### src/shared/pad_ctrl_regs.svh
`ifndef PAD_CTRL_REGS_SVH
`define PAD_CTRL_REGS_SVH

// byte offsets of the six pad control registers
`define OFS_PORTB_PIN1 12'h000
`define OFS_PORTB_PIN2 12'h004
`define OFS_PORTC_PIN3 12'h008
`define OFS_PORTC_PIN4 12'h00C
`define OFS_PORTD_PIN0 12'h010
`define OFS_PORTD_PIN1 12'h014
// general per-pin control word: bit n of each field belongs to pad n
`define OFS_PIN_GENERAL 12'h018

// field positions inside a pad control register
`define SLEW_SEL_BIT 6
`define PULLUP_HI 5
`define PULLUP_LO 4
`define THRESH_HI 1
`define THRESH_LO 0
`define PAD_IMPL_MASK 8'h73
`define PAD_RESET 8'h00

// general word layout: three 6-bit fields
`define GEN_SLEW_LO 0
`define GEN_WPU_LO 8
`define GEN_INLVL_LO 16
`define GEN_RESET 32'h00000000

`endif

### src/shared/pad_ctrl_pkg.sv
package pad_ctrl_pkg;

   typedef enum logic [1:0] {
      PU_STANDARD = 2'b00,
      PU_DOUBLE = 2'b01,
      PU_TENFOLD = 2'b10,
      PU_RESERVED = 2'b11
   } pullup_sel_t;

   typedef enum logic [1:0] {
      TH_STANDARD = 2'b00,
      TH_BUS_PAD = 2'b01,
      TH_SMBUS2 = 2'b10,
      TH_SMBUS3 = 2'b11
   } thresh_sel_t;

   // analog pad controls for one pin
   typedef struct packed {
      logic bus_slew_en;
      logic std_slew_en;
      logic weak_pullup_en;
      logic pullup_x2_en;
      logic pullup_x10_en;
      logic std_schmitt_sel;
      logic std_ttl_sel;
      logic bus_thresh_sel;
      logic smbus2_sel;
      logic smbus3_sel;
      logic bus_input_sel;
   } pad_drive_t;

endpackage

### src/hw/two_wire_pad_control.sv
// Function
// slew select 1: bus slew on, general ignored
// slew select 0: general slew bit drives pad
// pull-up code 01 double, 10 tenfold
// pull-up code 00: standard, gated by general
// threshold 11 smbus3, 10 smbus2, 01 bus
// threshold 00: standard buffer by input-level bit
// bit 7 and bits 3-2 read zero
// implemented fields read/write, reset to zero
// bus-enabled pins read through schmitt bus input
// general weak pull-up bit enables pull-up
// general slew bit limits slew rate
// general input-level bit selects schmitt else ttl
// six independent registers, port d pair optional
`include "pad_ctrl_regs.svh"

module two_wire_pad_control #(
   parameter int NUM_PADS = 6,
   parameter bit HAS_PORTD = 1'b1
) (
   // apb slave
   input wire logic pclk,
   input wire logic presetn,
   input wire logic psel,
   input wire logic penable,
   input wire logic pwrite,
   input wire logic [11:0] paddr,
   input wire logic [31:0] pwdata,
   output logic [31:0] prdata,
   output logic pready,
   output logic pslverr,
   // pad controls, one entry per pin
   output pad_ctrl_pkg::pad_drive_t pad_drive [NUM_PADS]
);

   ////////////////////////////////////////////////////////////////////////
   // storage

   // one control word per bus-capable pad
   logic [7:0] pad_reg [NUM_PADS];
   logic [7:0] pad_next [NUM_PADS];

   // general per-pin slew, weak pull-up and input-level bits
   logic [31:0] general_reg;
   logic [31:0] general_next;

   // read path
   logic [31:0] prdata_next;
   logic [31:0] rd_hold_reg;

   ////////////////////////////////////////////////////////////////////////
   // bus phase decode

   // only the access phase moves data; the setup phase is ignored
   wire access_phase = psel && penable;
   wire write_en = access_phase && pwrite;
   wire read_en = access_phase && !pwrite;

   ////////////////////////////////////////////////////////////////////////
   // address decode

   // a pad word sits at four times its index; the general word sits just
   // above the last pad slot, so the whole map fits in the low window
   wire word_aligned = (paddr[1:0] == 2'b00);
   wire low_window = (paddr[11:5] == 7'h00);
   wire [2:0] pad_index = paddr[4:2];
   wire index_in_range = (pad_index < 3'(NUM_PADS));

   // smaller variants drop the port d pair; their slots then answer with
   // an error instead of storing into registers that are not there
   wire index_present = HAS_PORTD || (pad_index < 3'h4);

   wire pad_hit = low_window && word_aligned && index_in_range && index_present;
   wire sel_general = (paddr == `OFS_PIN_GENERAL);
   wire mapped = pad_hit || sel_general;

   // one select line per pad keeps every register independent
   wire [NUM_PADS-1:0] pad_sel;

   genvar s;
   generate
      for (s = 0; s < NUM_PADS; s++)
      begin : g_sel
         assign pad_sel[s] = pad_hit && (pad_index == 3'(s));
      end
   endgenerate

   ////////////////////////////////////////////////////////////////////////
   // response

   // zero wait: every access completes in its first access cycle
   assign pready = 1'b1;

   // unmapped accesses are flagged; their writes are dropped and reads
   // return zero
   assign pslverr = access_phase && !mapped;

   ////////////////////////////////////////////////////////////////////////
   // write data shaping

   // unimplemented bits never reach the flops, so they read back as zero
   wire [7:0] pad_wdata = pwdata[7:0] & `PAD_IMPL_MASK;

   // the general word keeps three six-bit fields, one bit per pad
   wire [5:0] gen_slew_wdata = pwdata[`GEN_SLEW_LO +: 6];
   wire [5:0] gen_wpu_wdata = pwdata[`GEN_WPU_LO +: 6];
   wire [5:0] gen_inlvl_wdata = pwdata[`GEN_INLVL_LO +: 6];

   // gaps between the fields stay zero
   wire [31:0] general_wdata =
      {8'h00, 2'b00, gen_inlvl_wdata, 2'b00, gen_wpu_wdata, 2'b00, gen_slew_wdata};

   ////////////////////////////////////////////////////////////////////////
   // next state

   always_comb
   begin
      for (int i = 0; i < NUM_PADS; i++)
      begin
         pad_next[i] = pad_reg[i];
         if (write_en && pad_sel[i])
         begin
            pad_next[i] = pad_wdata;
         end
      end
   end

   assign general_next = (write_en && sel_general) ? general_wdata : general_reg;

   ////////////////////////////////////////////////////////////////////////
   // read path

   // an out-of-range index never reaches the array read
   wire [7:0] pad_rdata = pad_hit ? pad_reg[pad_index] : 8'h00;

   always_comb
   begin
      prdata_next = 32'h00000000;
      if (read_en && pad_hit)
      begin
         prdata_next = {24'h000000, pad_rdata};
      end
      else if (read_en && sel_general)
      begin
         prdata_next = general_reg;
      end
   end

   // with no wait state the word must stand in the access cycle itself, so
   // the live term carries it then and a flop holds it afterwards
   assign prdata = read_en ? prdata_next : rd_hold_reg;

   ////////////////////////////////////////////////////////////////////////
   // registers

   // every implemented field clears on any reset
   always_ff @(posedge pclk or negedge presetn)
   begin
      if (!presetn)
      begin
         for (int i = 0; i < NUM_PADS; i++)
         begin
            pad_reg[i] <= `PAD_RESET;
         end
      end
      else
      begin
         pad_reg <= pad_next;
      end
   end

   always_ff @(posedge pclk or negedge presetn)
   begin
      if (!presetn)
      begin
         general_reg <= `GEN_RESET;
      end
      else
      begin
         general_reg <= general_next;
      end
   end

   always_ff @(posedge pclk or negedge presetn)
   begin
      if (!presetn)
      begin
         rd_hold_reg <= 32'h00000000;
      end
      else
      begin
         rd_hold_reg <= prdata;
      end
   end

   ////////////////////////////////////////////////////////////////////////
   // pad decode

   // purely a function of stored state, so controls follow a write by one
   // cycle and never glitch on bus activity
   genvar g;
   generate
      for (g = 0; g < NUM_PADS; g++)
      begin : g_pad
         pad_field_decode u_decode (
            .ctrl_reg(pad_reg[g]),
            .gen_slew(general_reg[`GEN_SLEW_LO + g]),
            .gen_wpu(general_reg[`GEN_WPU_LO + g]),
            .gen_inlvl(general_reg[`GEN_INLVL_LO + g]),
            .drive(pad_drive[g])
         );
      end
   endgenerate

endmodule

////////////////////////////////////////////////////////////////////////////
// one pad: turns a stored control word and the pin's general bits into
// the analog pad controls

module pad_field_decode (
   // stored pad control word
   input wire logic [7:0] ctrl_reg,
   // general per-pin bits of the same pin
   input wire logic gen_slew,
   input wire logic gen_wpu,
   input wire logic gen_inlvl,
   // analog pad controls
   output pad_ctrl_pkg::pad_drive_t drive
);

   ////////////////////////////////////////////////////////////////////////
   // field extraction

   wire slew_sel = ctrl_reg[`SLEW_SEL_BIT];
   wire [1:0] pu_code = ctrl_reg[`PULLUP_HI:`PULLUP_LO];
   wire [1:0] th_code = ctrl_reg[`THRESH_HI:`THRESH_LO];

   ////////////////////////////////////////////////////////////////////////
   // code decode

   wire pu_std = (pu_code == pad_ctrl_pkg::PU_STANDARD);
   wire pu_double = (pu_code == pad_ctrl_pkg::PU_DOUBLE);
   wire pu_tenfold = (pu_code == pad_ctrl_pkg::PU_TENFOLD);
   wire th_std = (th_code == pad_ctrl_pkg::TH_STANDARD);
   wire th_bus = (th_code == pad_ctrl_pkg::TH_BUS_PAD);
   wire th_smbus2 = (th_code == pad_ctrl_pkg::TH_SMBUS2);
   wire th_smbus3 = (th_code == pad_ctrl_pkg::TH_SMBUS3);

   ////////////////////////////////////////////////////////////////////////
   // slew

   // the bus slew limiter overrides the general bit entirely
   assign drive.bus_slew_en = slew_sel;
   assign drive.std_slew_en = !slew_sel && gen_slew;

   ////////////////////////////////////////////////////////////////////////
   // pull-up

   // reserved code 11 enables nothing rather than guessing a strength
   assign drive.weak_pullup_en = pu_std && gen_wpu;
   assign drive.pullup_x2_en = pu_double;
   assign drive.pullup_x10_en = pu_tenfold;

   ////////////////////////////////////////////////////////////////////////
   // input threshold

   assign drive.std_schmitt_sel = th_std && gen_inlvl;
   assign drive.std_ttl_sel = th_std && !gen_inlvl;
   assign drive.bus_thresh_sel = th_bus;
   assign drive.smbus2_sel = th_smbus2;
   assign drive.smbus3_sel = th_smbus3;

   // peripherals read the schmitt bus input whenever a bus threshold is on
   assign drive.bus_input_sel = !th_std;

endmodule

### config.mk
export PLATFORM = sky130hd
export DESIGN_NAME = two_wire_pad_control
export DESIGN_NICKNAME = d
export VERILOG_FILES = /design/src/shared/pad_ctrl_pkg.sv /design/src/hw/two_wire_pad_control.sv
export VERILOG_INCLUDE_DIRS = /design/src /design/src/shared
export SDC_FILE = /design/constraint.sdc
export NUM_CORES = 1
export LEC_CHECK = 0
export BUFFER_PORTS_ARGS = -buffer_cell sky130_fd_sc_hd__buf_2
export CORE_ASPECT_RATIO = 0.5
export CORE_UTILIZATION = 30
export CTS_CLUSTER_SIZE = 20
export DETAILED_ROUTE_END_ITERATION = 10
export GPL_TIMING_DRIVEN = 0
export PLACE_DENSITY = 0.63
export SLEW_MARGIN = 5
export SYNTH_ARGS = -nofsm -noshare
export SYNTH_HDL_FRONTEND = slang
export SYNTH_SLANG_ARGS = --single-unit
### constraint.sdc
create_clock -name pclk -period 4.85 [get_ports pclk]
set_input_delay 0.97 -clock pclk [delete_from_list [all_inputs] [get_ports pclk]]
set_output_delay 0.97 -clock pclk [all_outputs]
set_load 0.005 [all_outputs]
==> impl_metrics.json, run 1 <==
{
  "use_met3_pct": 4.00,
  "crit_required_ns": 3.88,
  "drv_cap": 0,
  "max_slew_margin_pct": 42.4,
  "grt_max_degree": 57,
  "die_area_sq_um": 13700,
  "grt_overflow": 0,
  "crit-reg2reg-launch": "pad_reg[8]",
  "start_kind": "input pin",
  "cpMaxStageDelayCell": "nor4_4",
  "nets": 526,
  "syn_inst": 332,
  "synth_warnings": 0,
  "hold_violations": 0,
  "fin_skew_ns": 0.00487,
  "p_leak_nw": 2.92,
  "place_worst_setup_slack_ns": 0.897,
  "dp_hpwl_mm": 7.45,
  "ys.flop_type": "dfrtp_1",
  "largest_register_ffs": 32,
  "synth_seq_cells": 80,
  "drc_errors": 0,
  "peakVddDrop_mv": 0.137,
  "postCtsSetupBuffers": 0,
  "regToRegSetupSlack_ns": 3.60,
  "syn_nets": 381,
  "clk_pin_slew_worst_paths_ns": 0.06,
  "die_h_microns": 83.3,
  "crit_type": "in2out",
  "cts_sinks": 80,
  "pwr-share-comb_pct": 4.3,
  "r2r_end": "rd_hold_reg[0]",
  "synthArstFlopShare_pct": 100,
  "power.density_nw_per_um2": 279,
  "grt_util_met2_pct": 24.4,
  "synth_edf_count": 0,
  "clkPwrFrac_pct": 49.6,
  "min_period_ns": 3.93,
  "drt-total-wl_mm": 9.96,
  "swShare_pct": 21.3,
  "ys_seq_area_share_pct": 50.5,
  "path_cells": "buf_2, or4_4, nor4_4, buf_6, a22o_1, buf_2",
  "drt-initial-drc-count": 94,
  "n_antenna_cell": 0,
  "reg2reg_depth": 3,
  "drive_gt1_share_pct": 53.1,
  "routedWlPerCell_microns": 15.3,
  "grt_pass1_wl_mm": 15.6,
  "critPathArrivalTime_ns": 2.96,
  "finalCritPeriodShare_pct": 81.0,
  "core_area_sq_um": 12800,
  "startpoint": "paddr[6]",
  "seqPwrFrac_pct": 46.1,
  "die_w_microns": 165,
  "post_cts_resize_count": 0,
  "max_stage_delay_ns": 0.78,
  "use_met1_pct": 20.3,
  "switchingPower_mw": 0.308,
  "clock.fmax_mhz": 254,
  "setup_viol": 0,
  "worstSkewPairLatency_ns": 0.33,
  "hold_depth": 1,
  "crit_path_end": "prdata[17]",
  "hold_slack_ns": 0.477,
  "busiest_layer": "met2",
  "cp-end-kind": "output port",
  "ant_nets": 0,
  "clock-root-buffer": "clkbuf_16",
  "syn2layout_area_growth_pct": 30.8,
  "clk_path_buf_depth": 2,
  "cts-hold-fix-buffers": 0,
  "htree_levels": 3,
  "yosysUniqueCellTypes": 38,
  "numCtsBuffers": 9,
  "gp_congestion": 0.762,
  "hp-class": "reg2reg",
  "finalSetupTns_ns": 0,
  "internal_power_mw": 1.14,
  "drv_slew": 0,
  "critPathMaxFanout": 10,
  "vias": 2932,
  "synth_area_sq_um": 3970,
  "status": "finished, final reports clean",
  "core.rowCount": 29,
  "num_io_pins": 149,
  "start_util_pct": 31.0,
  "syn_area_per_cell_sq_um": 11.9,
  "grt_pass1_vias": 2815,
  "rsz0062_at_grt": "false",
  "worst_pin_slew_ns": 0.858,
  "dr.pass1.iters": 4,
  "fin_util_pct": 40.6,
  "vias_per_cell": 4.50,
  "crit_path_frequent_cell": "buf_2",
  "cts_tree": "built",
  "finalPower_mw": 1.45,
  "antenna_found_initial": 0,
  "io_buffers": 133,
  "fin_ws_ns": 0.919,
  "track_usage_pct": 15.2
}
==> Yosys cell counts, drive strengths merged, types with 6 or more instances <==
master  instances  area (sq um)
dfrtp          80          2000
mux2           53           597
buf            40           305
nor2b          30           188
and2           19           119
nor2           15          56.3
a22o           14           123
mux2i          10           100
inv             7          26.3
or2             7          43.8
nor3b           6          45.0
==> placed cells by master (no fill, tap or decap), types with 7 or more instances in the layout <==
cell	instances
a22o_1	14
inv_1	7
nor2_1	15
nor2b_1	30
buf_4	38
mux2i_1	10
clkbuf_1	7
and2_1	19
clkbuf_16	9
mux2_2	53
buf_2	133
dfrtp_1	80
==> per-layer routing <==
metal | wire length, microns | vias to the layer above
met3 | 434 | 9
met5 | 0 | -
met1 | 4760 | 1447
met2 | 4680 | 66
li1 | - | 1410
met4 | 89 | 0
==> worst max-delay path, delay by kind of cell <==
family | cells | cell delay [ns]
AO/OA/AOI/OAI | 1 | 0.17
AND/OR/NAND/NOR | 2 | 1.34
buffers and inverters | 3 | 0.48
==> cells by family (layout without fill, tap and decap cells) <==
kind of cell / after synthesis / after routing / synth area share [%]
other: 1 / 1 / 0.0946
AO/OA/AOI/OAI: 35 / 35 / 6.22
buffers and inverters: 52 / 202 / 8.84
flip-flops: 80 / 80 / 50.5
multiplexers: 63 / 63 / 17.6
AND/OR/NAND/NOR: 101 / 101 / 16.8
==> how the worst min path moves through the flow <==
stage                    start         endpoint  slack [ns]
2_1_floorplan  rd_hold_reg[14]  rd_hold_reg[14]        0.47
3_3_place_gp   rd_hold_reg[14]  rd_hold_reg[14]        0.46
4_1_cts        rd_hold_reg[26]  rd_hold_reg[26]        0.48
5_1_grt        rd_hold_reg[26]  rd_hold_reg[26]        0.49
6_report       rd_hold_reg[26]  rd_hold_reg[26]        0.48
3_5_place_dp   rd_hold_reg[26]  rd_hold_reg[26]        0.47
==> power groups by stage <==
| stage | clock network (mW) | registers (mW) | logic, mW |
|---|---|---|---|
| 2_1_floorplan | 0 | 0.681 | 0.0194 |
| 3_3_place_gp | 0 | 0.681 | 0.0602 |
| 3_5_place_dp | 0 | 0.681 | 0.0634 |
| 4_1_cts | 0.738 | 0.668 | 0.0634 |
| 5_1_grt | 0.772 | 0.668 | 0.0694 |
| 6_report | 0.719 | 0.668 | 0.0620 |
==> final cells by class <==
| type | count | area, sq um |
|---|---|---|
| inverter | 7 | 26.3 |
| fill | 1285 | 7580 |
| tap | 170 | 213 |
| buffer | 45 | 324 |
| timing repair buffer | 134 | 696 |
| clock buffer | 11 | 233 |
| sequential | 80 | 2000 |
| clock inverter | 5 | 81.3 |
| multi-input combinational | 200 | 1610 |
==> metrics by stage <==
step	cells	area (sq um)
finish	652	5190
global route	652	5190
CTS	652	5190
detailed placement	636	4870
global placement	635	4840
floorplan	332	3970
(Power assumes the default switching activity.)
==> run 2: changes to the inputs <==
ABC_AREA = 1   (was unset)
PLACE_DENSITY = 0.62   (was 0.63)
clock period = 4.1 ns   (was 4.85 ns; I/O delays follow)
==> impl_metrics.json, run 2 <==
{
  "status": "finished, final reports clean",
  "io_buffers": 132,
  "clk_path_buf_depth": 2,
  "seqPwrFrac_pct": 45.2,
  "final_area_sq_um": 5620,
  "fin_cells": 934,
  "critPathArrivalTime_ns": 2.19,
  "ys_seq_area_share_pct": 45.8,
  "cpMaxStageDelayCell": "nor2_1",
  "crit-reg2reg-launch": "pad_reg[17]",
  "mostFrequentLayoutCells": "178 x nand2_1, 133 x buf_2, 107 x inv_1, 82 x nor2_1, 80 x dfrtp_1",
  "worstSkewPairLatency_ns": 0.34,
  "max_slew_margin_pct": 60.9,
  "start_kind": "input pin",
  "min_period_ns": 3.01,
  "core_area_sq_um": 13900,
  "yosysUniqueCellTypes": 29,
  "grt_pass1_wl_mm": 18.4,
  "core.rowCount": 30,
  "synth_warnings": 0,
  "fin_skew_ns": 0.00347,
  "clk_pin_slew_worst_paths_ns": 0.06,
  "max_stage_delay_ns": 0.30,
  "gp_congestion": 0.851,
  "peakVddDrop_mv": 0.166,
  "htree_levels": 3,
  "hp-class": "in2async",
  "dr.pass1.iters": 4,
  "postCtsSetupBuffers": 0,
  "synth_seq_cells": 80,
  "yosys.area.top_type": "dfrtp_1",
  "clkPwrFrac_pct": 49.1,
  "cp-end-kind": "output port",
  "numCtsBuffers": 9,
  "drc_errors": 0,
  "syn2layout_area_growth_pct": 28.5,
  "pwr-share-comb_pct": 5.8,
  "ant_nets": 0,
  "r2r_end": "rd_hold_reg[1]",
  "fin_ws_ns": 1.09,
  "swShare_pct": 22.6,
  "grt_max_degree": 46,
  "syn_nets": 642,
  "post_cts_resize_count": 0,
  "routedWlPerCell_microns": 12.7,
  "rsz0062_at_grt": "false",
  "hold_violations": 0,
  "power.density_nw_per_um2": 312,
  "crit_type": "in2out",
  "synthTopCellsByArea": "dfrtp_1 46%, nand2_1 15%, inv_1 9.2%",
  "hold_slack_ns": 0.474,
  "synth_top_area_share_pct": 45.8,
  "n_antenna_cell": 0,
  "fin_util_pct": 40.4,
  "path_buf_inv": 4,
  "syn_area_per_cell_sq_um": 7.37,
  "path_cells": "buf_2, nand2_1, nor2_1, inv_1, clkbuf_1, nor2_1, nand3_1, nand2_1, buf_2",
  "synth_edf_count": 0,
  "num_io_pins": 149,
  "critPathMaxFanout": 10,
  "finalSetupTns_ns": 0,
  "die_w_microns": 173,
  "reg2reg_depth": 8,
  "drv_cap": 0,
  "antenna_found_initial": 1,
  "layout_commonest_cell": "nand2_1",
  "yosys.cell_count.top_type": "nand2_1",
  "die_h_microns": 87.4,
  "nets": 786,
  "switchingPower_mw": 0.397,
  "synthArstFlopShare_pct": 100,
  "grt_overflow": 0,
  "cts_tree": "built",
  "crit_required_ns": 3.28,
  "cts-hold-fix-buffers": 0,
  "track_usage_pct": 15.9,
  "syn_inst": 593,
  "grt_pass1_vias": 3490,
  "synth_area_sq_um": 4370,
  "clock.fmax_mhz": 333,
  "place_worst_setup_slack_ns": 1.08,
  "cts_sinks": 80,
  "start_util_pct": 31.5,
  "p_leak_nw": 3.21,
  "drt-total-wl_mm": 11.8,
  "drv_slew": 0,
  "dp_hpwl_mm": 9.23,
  "drive_gt1_share_pct": 29.9,
  "placed_area_sq_um": 5300,
  "synth_common_cells": "178 x nand2_1, 107 x inv_1, 82 x nor2_1",
  "ys.flop_type": "dfrtp_1",
  "die_area_sq_um": 15100,
  "setup_viol": 0,
  "finalPower_mw": 1.75,
  "vias": 3922,
  "drt-initial-drc-count": 179,
  "finalCritPeriodShare_pct": 73.3,
  "clock-root-buffer": "clkbuf_16",
  "dp.cells": 918,
  "largest_register_ffs": 32,
  "vias_per_cell": 4.20,
  "worst_pin_slew_ns": 0.587,
  "internal_power_mw": 1.35,
  "critical_path.top_delay_family": "simple AND/OR/NAND/NOR gates",
  "regToRegSetupSlack_ns": 2.95
}
==> run 2: power by group through the flow <==
| stage | Sequential [mW] | Clock, mW | Combinational (mW) |
|---|---|---|---|
| after floorplan | 0.806 | 0 | 0.0453 |
| after global placement | 0.806 | 0 | 0.0992 |
| after detailed placement | 0.806 | 0 | 0.102 |
| after CTS | 0.791 | 0.873 | 0.103 |
| after global routing | 0.791 | 0.902 | 0.113 |
| final | 0.791 | 0.860 | 0.101 |
==> run 2: per-layer routing <==
metal / part of all wire, % / global-route usage (%)
met5: 0.084 / 0
met3: 6.2 / 5.50
met1: 47 / 21.4
met4: 1.1 / 3.78
met2: 46 / 24.6
==> run 2: kinds of logic after synthesis <==
| logic type | count (synthesis) | synth area share [%] |
|---|---|---|
| AO/OA/AOI/OAI | 43 | 5.01 |
| buffers and inverters | 162 | 18.4 |
| flip-flops | 80 | 45.8 |
| other | 1 | 0.0858 |
| AND/OR/NAND/NOR | 307 | 30.7 |
==> run 2: area by class of cell <==
| type | instances | area, sq um |
|---|---|---|
| fill | 1468 | 8270 |
| clock buffer | 9 | 225 |
| multi-input combinational | 351 | 1570 |
| tap | 192 | 240 |
| buffer | 50 | 375 |
| inverter | 112 | 428 |
| sequential | 80 | 2000 |
| timing repair buffer | 133 | 683 |
| clock inverter | 7 | 96.3 |
==> run 2: how the worst max path moves through the flow <==
stage	startpoint	endpoint	slack (ns)	cells past startpoint
4_1_cts	psel	prdata[6]	1.08	9
3_3_place_gp	psel	prdata[6]	1.05	9
5_1_grt	penable	prdata[6]	0.91	9
2_1_floorplan	paddr[3]	prdata[16]	1.51	10
3_5_place_dp	psel	prdata[6]	1.08	9
6_report	psel	prdata[6]	1.09	9
==> run 2: worst register-to-register path, stage by stage, from the launching register on <==
cell	delay, ns
dfrtp_1	0.40
inv_1	0.13
nand2_1	0.07
nand2_1	0.07
nand2_1	0.05
nand2_1	0.09
nand2_1	0.05
nand4_1	0.07
nand3_1	0.10
